### src/hdl/dsf_defs.vh
`ifndef DSF_DEFS_VH
`define DSF_DEFS_VH
// Settle delay after the home sequence reaches cylinder zero
`define DSF_SETTLE_MS 10
`define DSF_CLK_HZ 50000000
// Cycles of settle delay at the 50 MHz drive clock
`define DSF_SETTLE_CYC ((`DSF_SETTLE_MS * `DSF_CLK_HZ) / 1000)
// Home sequence states
`define DSF_ST_IDLE 3'h0
`define DSF_ST_LOAD 3'h1
`define DSF_ST_HOME 3'h2
`define DSF_ST_SETTLE 3'h3
`define DSF_ST_READY 3'h4
`define DSF_ST_RETRACT 3'h5
// Factory unit number
`define DSF_UNIT_ZERO 3'h0
`endif

### src/hdl/dsf_sync.v
// Three-stage synchroniser; output moves once stages two and three agree
module dsf_sync (
  input wire ref_clk_i, // Drive clock
  input wire rst_n_i, // Async reset, active low
  input wire d_i, // Asynchronous input
  output reg q_o // Filtered level
);
  reg s1_q;
  reg s2_q;
  reg s3_q;

  // First stage feeds only the second
  always @(posedge ref_clk_i or negedge rst_n_i) begin
    if (!rst_n_i) begin
      s1_q <= 1'b0;
      s2_q <= 1'b0;
      s3_q <= 1'b0;
      q_o <= 1'b0;
    end else begin
      s1_q <= d_i;
      s2_q <= s1_q;
      s3_q <= s2_q;
      if (s2_q == s3_q) begin
        q_o <= s3_q;
      end
    end
  end
endmodule

### src/hdl/dsf_edge.v
// Rising-edge pulse of a synchronised level
module dsf_edge (
  input wire ref_clk_i, // Drive clock
  input wire rst_n_i, // Async reset, active low
  input wire lvl_i, // Synchronised level
  output wire rise_o // One-cycle pulse on rise
);
  reg prev_q;

  always @(posedge ref_clk_i or negedge rst_n_i) begin
    if (!rst_n_i) begin
      prev_q <= 1'b0;
    end else begin
      prev_q <= lvl_i;
    end
  end

  assign rise_o = lvl_i & ~prev_q;
endmodule

### src/hdl/dsf_monitor.v
`include "dsf_defs.vh"
module dsf_monitor #(
  parameter NHEADS = 10, // Head select lines
  parameter SETTLE_CYC = `DSF_SETTLE_CYC // Cylinder settle delay in clocks
) (
  input wire ref_clk_i, // Drive clock 50 MHz
  input wire rst_n_i, // Async reset, active low
  input wire [NHEADS-1:0] head_sel_i, // Head selects, same-clock logic
  input wire read_sel_i, // Read select
  input wire write_sel_i, // Write select
  input wire erase_sel_i, // Erase select
  input wire wdrv_a_i, // Write driver A on
  input wire wdrv_b_i, // Write driver B on
  input wire erase_drv_i, // Erase driver on
  input wire ctl_read_gate_i, // Read gate from controller
  input wire fault_sw_i, // Fault push switch, pin
  input wire start_sw_i, // Start push switch, pin
  input wire pack_present_i, // Pack installed, pin
  input wire interlocks_ok_i, // All interlocks closed, pin
  input wire heads_loaded_i, // Heads loaded sensor, pin
  input wire at_cyl_zero_i, // Carriage at cylinder zero, pin
  input wire retracted_i, // Carriage fully retracted, pin
  input wire offline_i, // Off-line switch position, pin
  input wire offline_head1_i, // Off-line head choice, pin
  input wire local_read_i, // Local read request, pin
  output reg fault_lamp_o, // Fault lamp / latch
  output reg start_lamp_o, // Start indicator lamp
  output reg spindle_on_o, // Spindle motor power
  output reg carriage_fwd_o, // Drive carriage forward to load
  output reg carriage_rev_o, // Drive carriage in reverse
  output reg on_cyl_o, // On-cylinder to controller
  output reg unit_lamp_o, // Unit-number lamp
  output reg [2:0] unit_num_o, // Reported unit number
  output reg read_gate_o, // Effective read gate
  output reg [NHEADS-1:0] read_head_o // Effective head selects for read
);
  // Settle counter width; covers the default delay with room to spare
  localparam CW = 24;
  // Terminal count, cut to the counter width on purpose
  localparam [CW-1:0] SETTLE_LAST = SETTLE_CYC[CW-1:0] - {{(CW-1){1'b0}}, 1'b1};

  // Synchronised pin levels and switch pulses
  wire fault_sw_s; // Fault switch, synchronised
  wire start_sw_s; // Start switch, synchronised
  wire pack_s; // Pack present, synchronised
  wire ilk_s; // Interlocks closed, synchronised
  wire loaded_s; // Heads loaded, synchronised
  wire cyl0_s; // At cylinder zero, synchronised
  wire retr_s; // Carriage retracted, synchronised
  wire offl_s; // Off-line position, synchronised
  wire offh1_s; // Off-line head choice, synchronised
  wire lread_s; // Local read request, synchronised
  wire fault_press; // One-cycle fault switch press
  wire start_press; // One-cycle start switch press

  // Push switches; a press must outlast the filter to count
  dsf_sync u_s0 (
    .ref_clk_i(ref_clk_i),
    .rst_n_i(rst_n_i),
    .d_i(fault_sw_i),
    .q_o(fault_sw_s)
  );
  dsf_sync u_s1 (
    .ref_clk_i(ref_clk_i),
    .rst_n_i(rst_n_i),
    .d_i(start_sw_i),
    .q_o(start_sw_s)
  );

  // Pack, interlock and carriage sensors
  dsf_sync u_s2 (
    .ref_clk_i(ref_clk_i),
    .rst_n_i(rst_n_i),
    .d_i(pack_present_i),
    .q_o(pack_s)
  );
  dsf_sync u_s3 (
    .ref_clk_i(ref_clk_i),
    .rst_n_i(rst_n_i),
    .d_i(interlocks_ok_i),
    .q_o(ilk_s)
  );
  dsf_sync u_s4 (
    .ref_clk_i(ref_clk_i),
    .rst_n_i(rst_n_i),
    .d_i(heads_loaded_i),
    .q_o(loaded_s)
  );
  dsf_sync u_s5 (
    .ref_clk_i(ref_clk_i),
    .rst_n_i(rst_n_i),
    .d_i(at_cyl_zero_i),
    .q_o(cyl0_s)
  );
  dsf_sync u_s6 (
    .ref_clk_i(ref_clk_i),
    .rst_n_i(rst_n_i),
    .d_i(retracted_i),
    .q_o(retr_s)
  );

  // Off-line switch and local read request
  dsf_sync u_s7 (
    .ref_clk_i(ref_clk_i),
    .rst_n_i(rst_n_i),
    .d_i(offline_i),
    .q_o(offl_s)
  );
  dsf_sync u_s8 (
    .ref_clk_i(ref_clk_i),
    .rst_n_i(rst_n_i),
    .d_i(offline_head1_i),
    .q_o(offh1_s)
  );
  dsf_sync u_s9 (
    .ref_clk_i(ref_clk_i),
    .rst_n_i(rst_n_i),
    .d_i(local_read_i),
    .q_o(lread_s)
  );

  // Switch presses become single pulses
  dsf_edge u_e0 (
    .ref_clk_i(ref_clk_i),
    .rst_n_i(rst_n_i),
    .lvl_i(fault_sw_s),
    .rise_o(fault_press)
  );
  dsf_edge u_e1 (
    .ref_clk_i(ref_clk_i),
    .rst_n_i(rst_n_i),
    .lvl_i(start_sw_s),
    .rise_o(start_press)
  );

  // Detect two or more active head selects
  // Clearing the lowest set bit leaves a residue only when two or more are set
  reg [NHEADS-1:0] hs_low;
  wire multi_head;
  always @* begin
    hs_low = head_sel_i & (head_sel_i - {{(NHEADS-1){1'b0}}, 1'b1});
  end
  assign multi_head = |hs_low;

  // Illegal selection conditions, combinational from same-clock logic
  wire c_rw; // Read with write
  wire c_re; // Read with erase
  wire c_e_nowr; // Erase without a write driver
  wire c_e_both; // Erase with both write drivers
  wire c_wr_noe; // Write driver without erase driver
  wire c_nocyl; // Select while not on cylinder
  wire fault_cond; // Any illegal selection
  assign c_rw = read_sel_i & write_sel_i;
  assign c_re = read_sel_i & erase_sel_i;
  assign c_e_nowr = erase_sel_i & ~wdrv_a_i & ~wdrv_b_i;
  assign c_e_both = erase_sel_i & wdrv_a_i & wdrv_b_i;
  assign c_wr_noe = (wdrv_a_i | wdrv_b_i) & ~erase_drv_i;
  assign c_nocyl = (read_sel_i | write_sel_i | erase_sel_i) & ~on_cyl_o;
  // One condition alone is enough to set the latch
  assign fault_cond = multi_head | c_rw | c_re | c_e_nowr | c_e_both | c_wr_noe | c_nocyl;

  // Fault latch; a present condition wins over the clear so nothing is lost
  // A condition shorter than one clock is not seen; the select lines are clocked
  always @(posedge ref_clk_i or negedge rst_n_i) begin
    if (!rst_n_i) begin
      fault_lamp_o <= 1'b0;
    end else if (fault_cond) begin
      fault_lamp_o <= 1'b1;
    end else if (fault_press) begin
      fault_lamp_o <= 1'b0;
    end
  end

  // Home sequence
  reg [2:0] st_q; // Sequence state
  reg [2:0] st_d;
  reg [CW-1:0] cnt_q; // Settle delay count
  reg [CW-1:0] cnt_d;
  reg run_q; // Spindle run request
  reg run_d;

  always @* begin
    st_d = st_q;
    cnt_d = cnt_q;
    run_d = run_q;
    // Start press toggles run; refused without pack and interlocks
    if (start_press) begin
      if (run_q) begin
        run_d = 1'b0;
      end else if (pack_s & ilk_s) begin
        run_d = 1'b1;
      end
    end
    // Losing pack or interlocks behaves like a stop
    if (~pack_s | ~ilk_s) begin
      run_d = 1'b0;
    end
    // Load forward, home in reverse, settle, then report on cylinder
    case (st_q)
      `DSF_ST_IDLE: begin
        if (run_d) begin
          st_d = `DSF_ST_LOAD;
        end
      end
      `DSF_ST_LOAD: begin
        if (!run_d) begin
          st_d = `DSF_ST_RETRACT;
        end else if (loaded_s) begin
          st_d = `DSF_ST_HOME;
        end
      end
      `DSF_ST_HOME: begin
        cnt_d = {CW{1'b0}};
        if (!run_d) begin
          st_d = `DSF_ST_RETRACT;
        end else if (cyl0_s) begin
          st_d = `DSF_ST_SETTLE;
        end
      end
      `DSF_ST_SETTLE: begin
        // Count starts at zero, so the last value is one below the delay
        cnt_d = cnt_q + {{(CW-1){1'b0}}, 1'b1};
        if (!run_d) begin
          st_d = `DSF_ST_RETRACT;
        end else if (cnt_q == SETTLE_LAST) begin
          st_d = `DSF_ST_READY;
        end
      end
      `DSF_ST_READY: begin
        if (!run_d) begin
          st_d = `DSF_ST_RETRACT;
        end
      end
      `DSF_ST_RETRACT: begin
        if (run_d) begin
          st_d = `DSF_ST_LOAD;
        end else if (retr_s) begin
          st_d = `DSF_ST_IDLE;
        end
      end
      default: begin
        st_d = `DSF_ST_IDLE;
      end
    endcase
  end

  // State and registered outputs
  always @(posedge ref_clk_i or negedge rst_n_i) begin
    if (!rst_n_i) begin
      // Motors off and lamps dark while reset is held
      st_q <= `DSF_ST_IDLE;
      cnt_q <= {CW{1'b0}};
      run_q <= 1'b0;
      start_lamp_o <= 1'b0;
      spindle_on_o <= 1'b0;
      carriage_fwd_o <= 1'b0;
      carriage_rev_o <= 1'b0;
      on_cyl_o <= 1'b0;
      unit_lamp_o <= 1'b0;
      unit_num_o <= `DSF_UNIT_ZERO;
      read_gate_o <= 1'b0;
      read_head_o <= {NHEADS{1'b0}};
    end else begin
      st_q <= st_d;
      cnt_q <= cnt_d;
      run_q <= run_d;
      // Start lamp, motors and on-cylinder follow the next state; the unit lamp follows the loaded sensor
      start_lamp_o <= run_d;
      spindle_on_o <= run_d;
      carriage_fwd_o <= (st_d == `DSF_ST_LOAD);
      carriage_rev_o <= (st_d == `DSF_ST_HOME) | (st_d == `DSF_ST_RETRACT);
      on_cyl_o <= (st_d == `DSF_ST_READY);
      unit_lamp_o <= loaded_s;
      unit_num_o <= `DSF_UNIT_ZERO;
      // Read control goes to the drive when off-line
      // On-line the controller's gate and heads pass through one register
      if (offl_s) begin
        read_gate_o <= lread_s;
        read_head_o <= {{(NHEADS-2){1'b0}}, offh1_s, ~offh1_s};
      end else begin
        read_gate_o <= ctl_read_gate_i;
        read_head_o <= head_sel_i;
      end
    end
  end
endmodule

### config.mk
export PLATFORM = sky130hd
export DESIGN_NAME = dsf_monitor
export DESIGN_NICKNAME = d
export VERILOG_FILES = /design/src/hdl/dsf_sync.v /design/src/hdl/dsf_edge.v /design/src/hdl/dsf_monitor.v
export VERILOG_INCLUDE_DIRS = /design/src /design/src/hdl
export SDC_FILE = /design/constraint.sdc
export NUM_CORES = 1
export LEC_CHECK = 0
export BUFFER_PORTS_ARGS = -buffer_cell sky130_fd_sc_hd__buf_2
export CORE_ASPECT_RATIO = 0.9
export CORE_MARGIN = 5
export CORE_UTILIZATION = 60
export DETAILED_ROUTE_END_ITERATION = 7
export HOLD_SLACK_MARGIN = 0.08
export PLACE_DENSITY_LB_ADDON = 0.08
export SYNTH_ARGS = -nofsm -noshare
export SYNTH_HDL_FRONTEND = slang
export SYNTH_SLANG_ARGS = --single-unit
### constraint.sdc
create_clock -name ref_clk_i -period 2.85 [get_ports ref_clk_i]
set_input_delay 0.1425 -clock ref_clk_i [delete_from_list [all_inputs] [get_ports ref_clk_i]]
set_output_delay 0.1425 -clock ref_clk_i [all_outputs]
set_load 0.02 [all_outputs]
After elaboration in Yosys (flattened, before gate mapping):

Index checks and enable logic that the tools add are counted.

* input port bits: 29
* output and inout port bits: 21
* logic and storage cells: 130
* bits in registers: 86

* muxes and demuxes: 20
* eq/ne operators: 20
* bitwise operators: 32
* reductions and logical operators: 4
* $add $sub $neg: 2

Operators by type and width (number)
* case mux 24 bit (2 select lines): 1
* two-way mux 3 bit: 10
* adder 24 x 1 -> 24 bit (second input constant): 1
* == test 24 x 19 -> 1 bit (second input constant): 1
* case mux 3 bit (6 select lines): 1
* == test 3 bit (second input constant): 4
* AND 1 bit: 11
* OR 1 bit: 11
* AND 10 bit: 1
* == test 1 bit: 10
* two-way mux 10 bit: 1
* OR reduction 10 bit: 1
* subtractor 10 x 1 -> 10 bit (second input constant): 1
* == test 3 x 2 -> 1 bit (second input constant): 3
* NOT 1 bit: 9
* two-way mux 1 bit: 7
* == test 3 x 1 -> 1 bit (second input constant): 2
* nonzero test 2 bit: 2
* logical NOT 3 bit: 1

Logic depth before layout (Yosys ltp):

Gate-level depths: netlist (run 1).

* depth in word-level cells: 10
* mapped depth: 7

Modules after synthesis:

A second synthesis (run 1) with hierarchy kept.

* cells, all modules: 323
* area, all modules: 3652.3 um^2

Modules (own cells, without submodules)
* dsf_monitor: cells each 269, area each 2461.1 um^2, instances 1
* dsf_sync: cells each 5, area each 111.4 um^2, instances 10
* dsf_edge: cells each 2, area each 38.8 um^2, instances 2

Worst setup path before layout (run 1):

Ideal clock, no wire load.

* kind: register to register
* start point: reg st_q[2]
* end point: reg cnt_q[21]
* arrival time: 1.675 ns
* buffers on the path: 1
* setup slack: 1.097 ns
* data required time: 2.772 ns
* period minus slack after synthesis: 1.753 ns
* cell stages (with the launch flop): 7
* library setup time: 0.078 ns
* path through: dfrtp_1 > buf_6 > nand2b_4 > nor4_4 > nand4_2 > or3_1 > a21oi_1

* longest elaborated chain between the ends: 2
* elaborated cells between the ends (all ways): 4
* classes of those cells: eq/ne (2); mux (1); reduce/logical (1)

Ends and longest elaborated chain
* from (decl): RTL line dsf_monitor.v:175 `reg [2:0] st_q;`
* from (signal assigned): RTL line dsf_monitor.v:251 `` st_q <= `DSF_ST_IDLE; ``
* from (signal assigned): RTL line dsf_monitor.v:264 `st_q <= st_d;`
* == test 3 x 2 -> 1 bit: RTL line dsf_monitor.v:199 `case (st_q)`
* case mux 24 bit (2 select lines) or nonzero test 2 bit (tied branches)
* to (signal assigned): RTL line dsf_monitor.v:252 `cnt_q <= {CW{1'b0}};`
* to (signal assigned): RTL line dsf_monitor.v:265 `cnt_q <= cnt_d;`
* to (decl): RTL line dsf_monitor.v:177 `reg [CW-1:0] cnt_q;`

Several ways; a longest one is shown, not always the timed one.
A chain may end at the register's enable or synchronous reset.

Worst setup path after layout (run 1):

* start point: reg cnt_q[5]
* end point: reg on_cyl_o

* longest elaborated chain between the ends: 5

Ends and longest elaborated chain
* == test 24 x 19 -> 1 bit: RTL line dsf_monitor.v:225 `end else if (cnt_q == SETTLE_LAST) begin`
* two-way mux 3 bit: RTL line dsf_monitor.v:225
* two-way mux 3 bit: RTL line dsf_monitor.v:223 `if (!run_d) begin`
* case mux 3 bit (6 select lines): RTL line dsf_monitor.v:199
* via st_d[2]: RTL line dsf_monitor.v:176 `reg [2:0] st_d;`
* == test 3 bit (no source line)
* to (signal assigned): RTL line dsf_monitor.v:272 `` on_cyl_o <= (st_d == `DSF_ST_READY); ``
* to (decl): RTL line dsf_monitor.v:31 `output reg on_cyl_o,`

The timed path passes the listed nets, and every way through them passes these cells.

==> run metrics, run 1 <==
status finished clean; Setup Viol. Count Final 0; most flop-heavy register cnt_q; first-pass GRT wire length 10640 um; Crit path largest cell delay 440 ps; Std-Cell Core Area 5595 um2; Clock Tree Buf Depth 2; Die H 81.28 um; Worst Path Required 3130 ps; drt via density 5.414; detailed-route wire length 6074 um; share of power burned in combinational logic 14.7%; post-synthesis cell type count 52; Ant. Diodes 0; Crit. End Element flip-flop; ys async rst share 100.0%; IO buf count 46; VDD IR-drop max 561.1 uV; initial antenna violation count 0; clock latency on the worst-skew pair 350 ps; post-route setup slack 793.2 ps; GRT Resource Usage Total 19.27%; syn avg cell area 11.97 um2; Final min period 2057 ps; Seq cells post-synth 86; Final Hold Fails 0; FF+latch area 2152 um2; largest family of logic cells by synthesized area simple AND/OR/NAND/NOR gates; PD cells 603.8 nW/um2; Adder-Cell Fraction of Synth Area 3.916%; dominant synthesized flop cell dfrtp_1; Clk pwr share 29.2%; Wirelength per Cell 14.19 um; max cap viols 0; Post-synth EDFFs 0; # rows 26; crit start category flip-flop; Post-DRT Antenna Nets 0; Pins Over Slew Limit 0; xor/xnor share of the synthesized area 2.069%; dpl ws 810.3 ps; worst path cell trace nor4_1 > nand4_1 > nor4_2 > o21bai_1 > a211oi_2 > and3_1; Largest register FFs 24; io pins 50; registers with the most flip-flops cnt_q x24, read_head_o x10, st_q x3; Die ar. 7249 um2; sequential fraction of the synthesis area 63.54%; area grow syn2layout 19.32%; cell count after synthesis 283; Multi-input gate area 1147 um2; critical path arrival 2330 ps; post-synthesis compound-gate area fraction 9.309%; NetSw 0.6712 mW; largest net degree at the start of global routing 87; Vias 2317; fmax 486.2 MHz; post-synthesis mux area share 1.293%; Worst Skew 8.513 ps; proportion of layout cells with a drive suffix above 1 20.39%; Worst-path clk slew 80 ps; dpl hpwl 4099 um; Clock Sinks 86; Fin Setup TNS 0 ps; GPL Wtd Cong 0.8259; DRC viols 0; period utilization 72.17%; Synth Area in Simple Gates 16.96%; RSZ-0062 raised after global routing false; grt total ovfl 0; Layout Nets 384; Synth Warn # 0; CTS H-tree lvls 3; post-cts sizing count 0; root buffer cell clkbuf_8; mapped cell area 3387 um2; via count of the first global-routing pass 2324; Crit Path Category flip-flop to flip-flop; CP max FO 5; die width 89.20 um; LEAKAGE 1.818 nW; CTS Buf Count 9; Worst-Margin Slew 1019 ps; CTS tree yes; Sw Share 27.50%; Critical Path Slowest Stage Cell dfrtp_1; Filler cells 388; Slew HR 32.07%; drt initial violations 191; Initial Utilization 60.53%; Worst Hold Class input pin to flip-flop; DRT Pass-1 Iters 4; Power Internal 1.769 mW; sequential power share 56.2%
==> through the flow <==
step / instances / instance area (um2) / hold slack, ps / power (mW) / utilization, %
floorplan: 285 / 3395 / -153.1 / 1.613 / -
global placement: 391 / 3657 / 251.1 / 1.720 / 65.36
detailed placement: 391 / 3657 / 251.9 / 1.730 / 65.36
CTS: 428 / 4041 / 84.21 / 2.474 / 72.23
global route: 428 / 4041 / 88.44 / 2.576 / 72.23
finish: 428 / 4041 / 104.0 / 2.440 / 72.23
==> synthesized netlist by cell type (2+ instances only) <==
cell | n | area share (%)
xnor2_1 | 5 | 1.3
a21o_1 | 3 | 0.66
nor2_1 | 16 | 1.8
xor2_1 | 3 | 0.78
o31ai_1 | 4 | 0.89
and3_1 | 4 | 0.74
mux2_2 | 2 | 0.66
or3_1 | 4 | 0.74
o21ai_1 | 2 | 0.30
nor4_1 | 7 | 1.3
nand2_1 | 26 | 2.9
dfrtp_1 | 86 | 64
o41ai_1 | 3 | 0.78
nand3_1 | 11 | 1.6
nor3_1 | 6 | 0.89
clkbuf_1 | 4 | 0.44
o21ai_0 | 18 | 2.7
nor2b_1 | 10 | 1.8
a22o_1 | 2 | 0.52
buf_4 | 4 | 0.89
maj3_1 | 12 | 3.5
o211ai_1 | 3 | 0.66
nand4_1 | 4 | 0.74
a21oi_1 | 9 | 1.3
inv_1 | 8 | 0.89
==> metal layers <==
| layer | wire, um | up-vias | part of all wire, % | GRT usage [%] |
|---|---|---|---|---|
| li1 | - | 1136 | - | - |
| met4 | 46 | 0 | 0.76 | 6.845 |
| met1 | 2716 | 1103 | 45 | 25.07 |
| met5 | 0 | - | 0 | 0 |
| met2 | 2810 | 74 | 46 | 30.34 |
| met3 | 501 | 4 | 8.2 | 6.389 |
==> power groups by stage <==
stage	logic [mW]	clock network, mW	registers [mW]
2_1_floorplan	0.208	0	1.41
3_3_place_gp	0.332	0	1.39
3_5_place_dp	0.335	0	1.39
4_1_cts	0.360	0.744	1.37
5_1_grt	0.397	0.797	1.38
6_report	0.358	0.712	1.37
==> cells in the final DEF (no fill, tap or decap), drive strengths merged, types with 4 or more instances in the layout <==
| cell type | netlist | routed |
|---|---|---|
| a21oi | 9 | 9 |
| and3 | 4 | 4 |
| buf | 7 | 47 |
| clkbuf | 4 | 9 |
| clkinv | 0 | 5 |
| dfrtp | 86 | 86 |
| dlygate4sd3 | 0 | 22 |
| inv | 8 | 8 |
| maj3 | 12 | 12 |
| nand2 | 26 | 26 |
| nand3 | 12 | 12 |
| nand4 | 5 | 5 |
| nor2 | 16 | 16 |
| nor2b | 10 | 10 |
| nor3 | 7 | 7 |
| nor4 | 9 | 9 |
| o21ai | 20 | 20 |
| o31ai | 4 | 4 |
| or3 | 4 | 4 |
| xnor2 | 5 | 5 |
==> worst max-delay path: cells and delay by family (launching register included) <==
| family | cells | cell delay (ps) |
|---|---|---|
| AND/OR/NAND/NOR | 4 | 1120 |
| flip-flops | 1 | 440 |
| AO/OA/AOI/OAI | 2 | 420 |
==> cells by family after synthesis <==
family                     after synthesis
xor gates and xnor gates                 8
buffers and inverters                   19
and+or+nand+nor                        102
AOI/OAI and AO/OA                       50
DFF                                     86
muxes                                    4
adders and majority gates               13
other                                    1
==> timing repair <==
item | 4_1_cts | 5_1_grt
setup buffers | 0 | 0
hold endpoints to repair | 107 | 0
hold buffers | 22 | 0
==> layout make-up <==
| type | count | share of cell area [%] |
|---|---|---|
| clock buffers | 9 | 3.065 |
| clock inverters | 6 | 0.9907 |
| flip-flops and latches | 86 | 53.25 |
| repair buffers | 69 | 11.39 |
| well taps | 70 | 2.167 |
| multi-input cells | 180 | 28.39 |
| inverters | 8 | 0.7430 |
==> final timing paths <==
kind                                             to  cells after the start  slack [ps]                  from
min reg2reg                     u_s0.s2_q$_DFF_PN0_                      0         360   u_s0.s1_q$_DFF_PN0_
max reg2reg                      on_cyl_o$_DFF_PN0_                      6         790  cnt_q[5]$_DFFE_PN0P_
max in group asynchronous      cnt_q[7]$_DFFE_PN0P_                      2        1690               rst_n_i
max                              on_cyl_o$_DFF_PN0_                      6         790  cnt_q[5]$_DFFE_PN0P_
min in group asynchronous  read_head_o[1]$_DFF_PN0_                      2         530               rst_n_i
min                        read_head_o[1]$_DFF_PN0_                      2         100         head_sel_i[1]
Power figures use the tool's default switching activity.
==> run 2, diff against run 1 <==
--- a/config.mk
+++ b/config.mk
@@ -9,7 +9,7 @@
 export BUFFER_PORTS_ARGS = -buffer_cell sky130_fd_sc_hd__buf_2
 export CORE_ASPECT_RATIO = 0.9
 export CORE_MARGIN = 5
-export CORE_UTILIZATION = 60
+export CORE_UTILIZATION = 50
 export DETAILED_ROUTE_END_ITERATION = 7
 export HOLD_SLACK_MARGIN = 0.08
 export PLACE_DENSITY_LB_ADDON = 0.08
==> constraint.sdc (replaced) <==
create_clock -name ref_clk_i -period 1.65 [get_ports ref_clk_i]
set_input_delay 0.0825 -clock ref_clk_i [delete_from_list [all_inputs] [get_ports ref_clk_i]]
set_output_delay 0.0825 -clock ref_clk_i [all_outputs]
set_load 0.02 [all_outputs]
==> run metrics, run 2 (synthesis gave the netlist of run 1 again) <==
status finished with violations; failing checks negative setup slack; Pins Over Slew Limit 0; GRT Resource Usage Total 17.95%; FF+latch area 2152 um2; CTS H-tree lvls 3; most flop-heavy register cnt_q; grt total ovfl 0; IO buf count 46; Setup Viol. Count Final 4; Vias 2462; Clock Tree Buf Depth 2; detailed-route wire length 6953 um; die width 96.76 um; max cap viols 0; io pins 50; largest net degree at the start of global routing 49; Final Power 4.448 mW; Layout Nets 429; Worst R2R End on_cyl_o$_DFF_PN0_; Hold Worst Slack 96.73 ps; Worst Setup SP cnt_q[22]$_DFFE_PN0P_; drt initial violations 110; number of buffers and inverters on the critical path 0; period utilization 107.5%; dpl hpwl 4583 um; via count of the first global-routing pass 2587; Crit. End Element flip-flop; Final min period 1774 ps; RSZ-0062 raised after global routing true; Final Hold Fails 0; worst path cell trace nor3b_1 > nand4_1 > nor4_4 > o21bai_1 > a211oi_2 > and3_1; CTS tree yes; Ant. Diodes 0; PD cells 966.8 nW/um2; GPL Wtd Cong 0.8136; Post-DRT Antenna Nets 0; Clock Sinks 86; critical path arrival 2070 ps; Worst R2R Setup Slack -120 ps; FF-to-FF Start cnt_q[22]$_DFFE_PN0P_; CTS Buf Count 9; CP max FO 4; first-pass GRT wire length 12210 um; CP delay by family, top simple AND/OR/NAND/NOR gates; Critical Path Sink on_cyl_o$_DFF_PN0_; area grow syn2layout 35.83%; Worst-path clk slew 100 ps; initial antenna violation count 0; DRT Pass-1 Iters 4; Largest register FFs 24; most frequent cells in the layout dfrtp_1 (86), buf_2 (44), buf_4 (44), nand2_1 (24), dlygate4sd3_1 (23); proportion of layout cells with a drive suffix above 1 33.91%; Worst Skew 9.141 ps; cell depth of the worst setup path 6; Fin Setup TNS -287.9 ps; Filler cells 499; dpl ws -183.2 ps; registers with the most flip-flops cnt_q x24, read_head_o x10, st_q x3; post-route setup slack -124.3 ps; Crit Path Category flip-flop to flip-flop; Worst Hold Class input pin to flip-flop; # rows 28; worst r2r path cells 6; LEAKAGE 2.093 nW; drt via density 4.984; Std-Cell Core Area 6586 um2; fmax 563.6 MHz; commonest non-fill, non-tap cell in the layout dfrtp_1; Multi-input gate area 1292 um2; crit start category flip-flop; clock latency on the worst-skew pair 360 ps; Wirelength per Cell 14.07 um; Initial Utilization 51.42%; Die ar. 8522 um2; DRC viols 0; root buffer cell clkbuf_8; VDD IR-drop max 714.3 uV; Die H 88.08 um; Critical Path Slowest Stage Cell dfrtp_1; Worst Path Required 1940 ps; Crit path largest cell delay 420 ps
==> run 2: cell count changes in the layout (fill, tap and decap cells not counted), moves of 3 or more <==
cell / before / now
buf_4: 2 / 44
clkinv_2: 3 / 0
inv_8: 0 / 3
nor4_1: 7 / 2
nor4_4: 1 / 6
==> run 2: worst min-delay path by stage <==
stage | end | cells past startpoint | slack (ps) | startpoint
6_report | fault_lamp_o$_DFFE_PN0P_ | 4 | 100 | wdrv_b_i
3_3_place_gp | read_head_o[0]$_DFF_PN0_ | 1 | -10 | rst_n_i
5_1_grt | fault_lamp_o$_DFFE_PN0P_ | 4 | 140 | wdrv_b_i
2_1_floorplan | carriage_fwd_o$_DFF_PN0_ | 0 | -210 | rst_n_i
4_1_cts | fault_lamp_o$_DFFE_PN0P_ | 4 | 90 | wdrv_b_i
3_5_place_dp | read_head_o[0]$_DFF_PN0_ | 1 | -10 | rst_n_i
==> run 2: area by class of cell <==
cell class | instances | area share [%]
sequential | 86 | 46.78
clock buffer | 9 | 2.692
timing repair buffer | 114 | 17.90
inverter | 8 | 0.6527
tap | 90 | 2.448
multi-input combinational | 180 | 28.09
clock inverter | 7 | 1.441
==> run 2: layer usage <==
layer / vias to the layer above / routed length, um / track usage, %
li1: 1229 / - / -
met1: 1168 / 3323 / 22.78
met2: 53 / 3209 / 29.76
met3: 12 / 308 / 5.016
met4: 0 / 111 / 6.888
met5: - / 0 / 0
==> run 2: power breakdown <==
group          leakage (nW)  internal [mW]  switching, mW
clock                0.0918          0.585          0.822
combinational         0.930          0.307          0.403
sequential             1.07           2.26         0.0746
total                  2.09           3.15           1.30
==> run 2: repair_timing <==
item / CTS / global route
buffers inserted: 1 / 3
gates resized for setup: 16 / 15
setup endpoints to repair: 9 / 16
hold endpoints to repair: 108 / 0
hold buffers: 23 / 0
pin swaps: 9 / 13
==> run 2: per-stage QoR <==
stage	instances	cell area [um2]	utilization, %
after floorplan	285	3397	-
after global placement	452	4005	60.81
after detailed placement	452	4005	60.81
after CTS	492	4521	68.64
after global routing	494	4601	69.85
final	494	4601	69.85
==> run 2: worst reg2reg max path: stages, from the launching register on <==
cell and delay (ps):
dfrtp_1 420, nor3b_1 280, nand4_1 180, nor4_4 240
o21bai_1 110, a211oi_2 290, and3_1 180
==> run 3, diff against run 2 <==
--- a/config.mk
+++ b/config.mk
@@ -9,7 +9,7 @@
 export BUFFER_PORTS_ARGS = -buffer_cell sky130_fd_sc_hd__buf_2
 export CORE_ASPECT_RATIO = 0.9
 export CORE_MARGIN = 5
-export CORE_UTILIZATION = 50
+export CORE_UTILIZATION = 60
 export DETAILED_ROUTE_END_ITERATION = 7
 export HOLD_SLACK_MARGIN = 0.08
 export PLACE_DENSITY_LB_ADDON = 0.08
==> constraint.sdc (replaced) <==
create_clock -name ref_clk_i -period 2.1 [get_ports ref_clk_i]
set_input_delay 0.105 -clock ref_clk_i [delete_from_list [all_inputs] [get_ports ref_clk_i]]
set_output_delay 0.105 -clock ref_clk_i [all_outputs]
set_load 0.02 [all_outputs]
==> run metrics, run 3 (synthesis gave the netlist of run 1 again) <==
status finished clean; Finished Layout Cells 437; Wirelength per Cell 14.18 um; drt via density 5.256; detailed-route wire length 6198 um; Clock Sinks 86; drt initial violations 88; Final min period 1927 ps; DRC viols 0; commonest non-fill, non-tap cell in the layout dfrtp_1; initial antenna violation count 0; Filler cells 384; critical path arrival 2230 ps; Pins Over Slew Limit 0; RSZ-0062 raised after global routing false; Critical Path Sink on_cyl_o$_DFF_PN0_; PD cells 894.5 nW/um2; GPL Wtd Cong 0.8285; proportion of layout cells with a drive suffix above 1 22.07%; Worst Hold Class input pin to flip-flop; fmax 518.9 MHz; largest net degree at the start of global routing 47; NetSw 0.9667 mW; Slew HR 61.97%; Worst Path Required 2400 ps; Crit Path Category flip-flop to flip-flop; Clk pwr share 37.5%; Sw Share 25.72%; area grow syn2layout 24.09%; Worst Hold Path Cells 4; CTS tree yes; Area after DPL 3715 um2; LEAKAGE 1.898 nW; VDD IR-drop max 727.6 uV; root buffer cell clkbuf_8; Crit. End Element flip-flop; Clock Tree Buf Depth 2; Multi-input gate area 1147 um2; dpl hpwl 4044 um; Worst-Margin Slew 568.4 ps; Die H 81.28 um; Power Internal 2.793 mW; # rows 26; Worst R2R End on_cyl_o$_DFF_PN0_; IO buf count 46; most flop-heavy register cnt_q; Final Hold Fails 0; crit start category flip-flop; CTS Buf Count 9; Setup Viol. Count Final 0; CP max FO 5; via count of the first global-routing pass 2359; Vias 2297; worst r2r path cells 6; Initial Utilization 60.53%; Worst Skew 7.803 ps; max cap viols 0; period utilization 91.77%; clock latency on the worst-skew pair 360 ps; Std-Cell Core Area 5595 um2; DRT Pass-1 Iters 4; Worst Setup SP cnt_q[7]$_DFFE_PN0P_; Post-DRT Antenna Nets 0; CTS H-tree lvls 3; registers with the most flip-flops cnt_q x24, read_head_o x10, st_q x3; FF-to-FF Start cnt_q[7]$_DFFE_PN0P_; Worst R2R Setup Slack 170 ps; Ant. Diodes 0; share of power burned in combinational logic 13.1%; Largest register FFs 24; placed cells 397; Fin Setup TNS 0 ps; die width 89.20 um; Hold Worst Slack 140.4 ps; first-pass GRT wire length 10770 um; io pins 50; FF+latch area 2152 um2; Worst-path clk slew 90 ps; post-route cell area 4203 um2; sequential power share 49.4%; GRT Resource Usage Total 19.75%; most frequent cells in the layout dfrtp_1 (86), buf_2 (45), nand2_1 (26), dlygate4sd3_1 (23), o21ai_0 (18); Layout Nets 392; grt total ovfl 0; Die ar. 7249 um2
## run 3: changes by cell type in the layout (fill, tap and decap cells not counted), sizes merged
cell      delta
inv          -1
clkinv       -1
buf         -37
clkinvlp     -1
bufinv       +3
## run 3: power groups by stage
stage               combinational (mW)  clock [mW]  sequential (mW)
floorplan                        0.282           0             1.91
global placement                 0.455           0             1.88
detailed placement               0.459           0             1.89
CTS                              0.496        1.45             1.85
global route                     0.548        1.51             1.87
finish                           0.493        1.41             1.86
## run 3: layer usage
metal / share of wire (%) / GRT usage [%] / vias to the layer above
li1: - / - / 1150
met1: 48 / 26.30 / 1076
met2: 43 / 30.34 / 60
met3: 6.7 / 5.274 / 11
met4: 1.9 / 9.077 / 0
met5: 0 / 0 / -
## run 3: final cells by class
cell class	instances	area share, %
Sequential cell	86	51.21
Clock buffer	9	2.947
Timing Repair Buffer	77	12.74
Clock inverter	7	3.007
Tap cell	70	2.084
Inverter	8	0.7145
Multi-Input combinational cell	180	27.30
## run 3: how the worst min path moves through the flow
stage | endpoint | start | slack [ps]
floorplan | carriage_fwd_o$_DFF_PN0_ | rst_n_i | -190
global placement | read_head_o[0]$_DFF_PN0_ | rst_n_i | 120
detailed placement | u_s8.q_o$_DFFE_PN0N_ | rst_n_i | 130
CTS | fault_lamp_o$_DFFE_PN0P_ | wdrv_a_i | 130
global route | fault_lamp_o$_DFFE_PN0P_ | wdrv_b_i | 170
finish | fault_lamp_o$_DFFE_PN0P_ | wdrv_b_i | 140
## run 3: stage by stage
| step | util (%) | power (mW) | setup WS [ps] |
|---|---|---|---|
| 2_1_floorplan | - | 2.190 | 346.5 |
| 3_3_place_gp | 66.39 | 2.340 | 259.9 |
| 3_5_place_dp | 66.39 | 2.347 | 192.8 |
| 4_1_cts | 74.98 | 3.797 | 182.8 |
| 5_1_grt | 75.11 | 3.931 | 32.29 |
| 6_report | 75.11 | 3.759 | 172.8 |
## run 3: what timing repair did
item | 4_1_cts | 5_1_grt
resized for setup | 0 | 0
endpoints found under the setup margin | 0 | 3
hold buffers | 23 | 0
setup buffers | 0 | 1
hold endpoints to repair | 62 | 0
## run 3: worst max-delay path: stages, from the launching register on
cell      delay (ps)
dfrtp_1          430
nor4b_1          340
nand4_1          150
nor4_2           360
o21bai_1         130
a211oi_2         290
and3_1           190
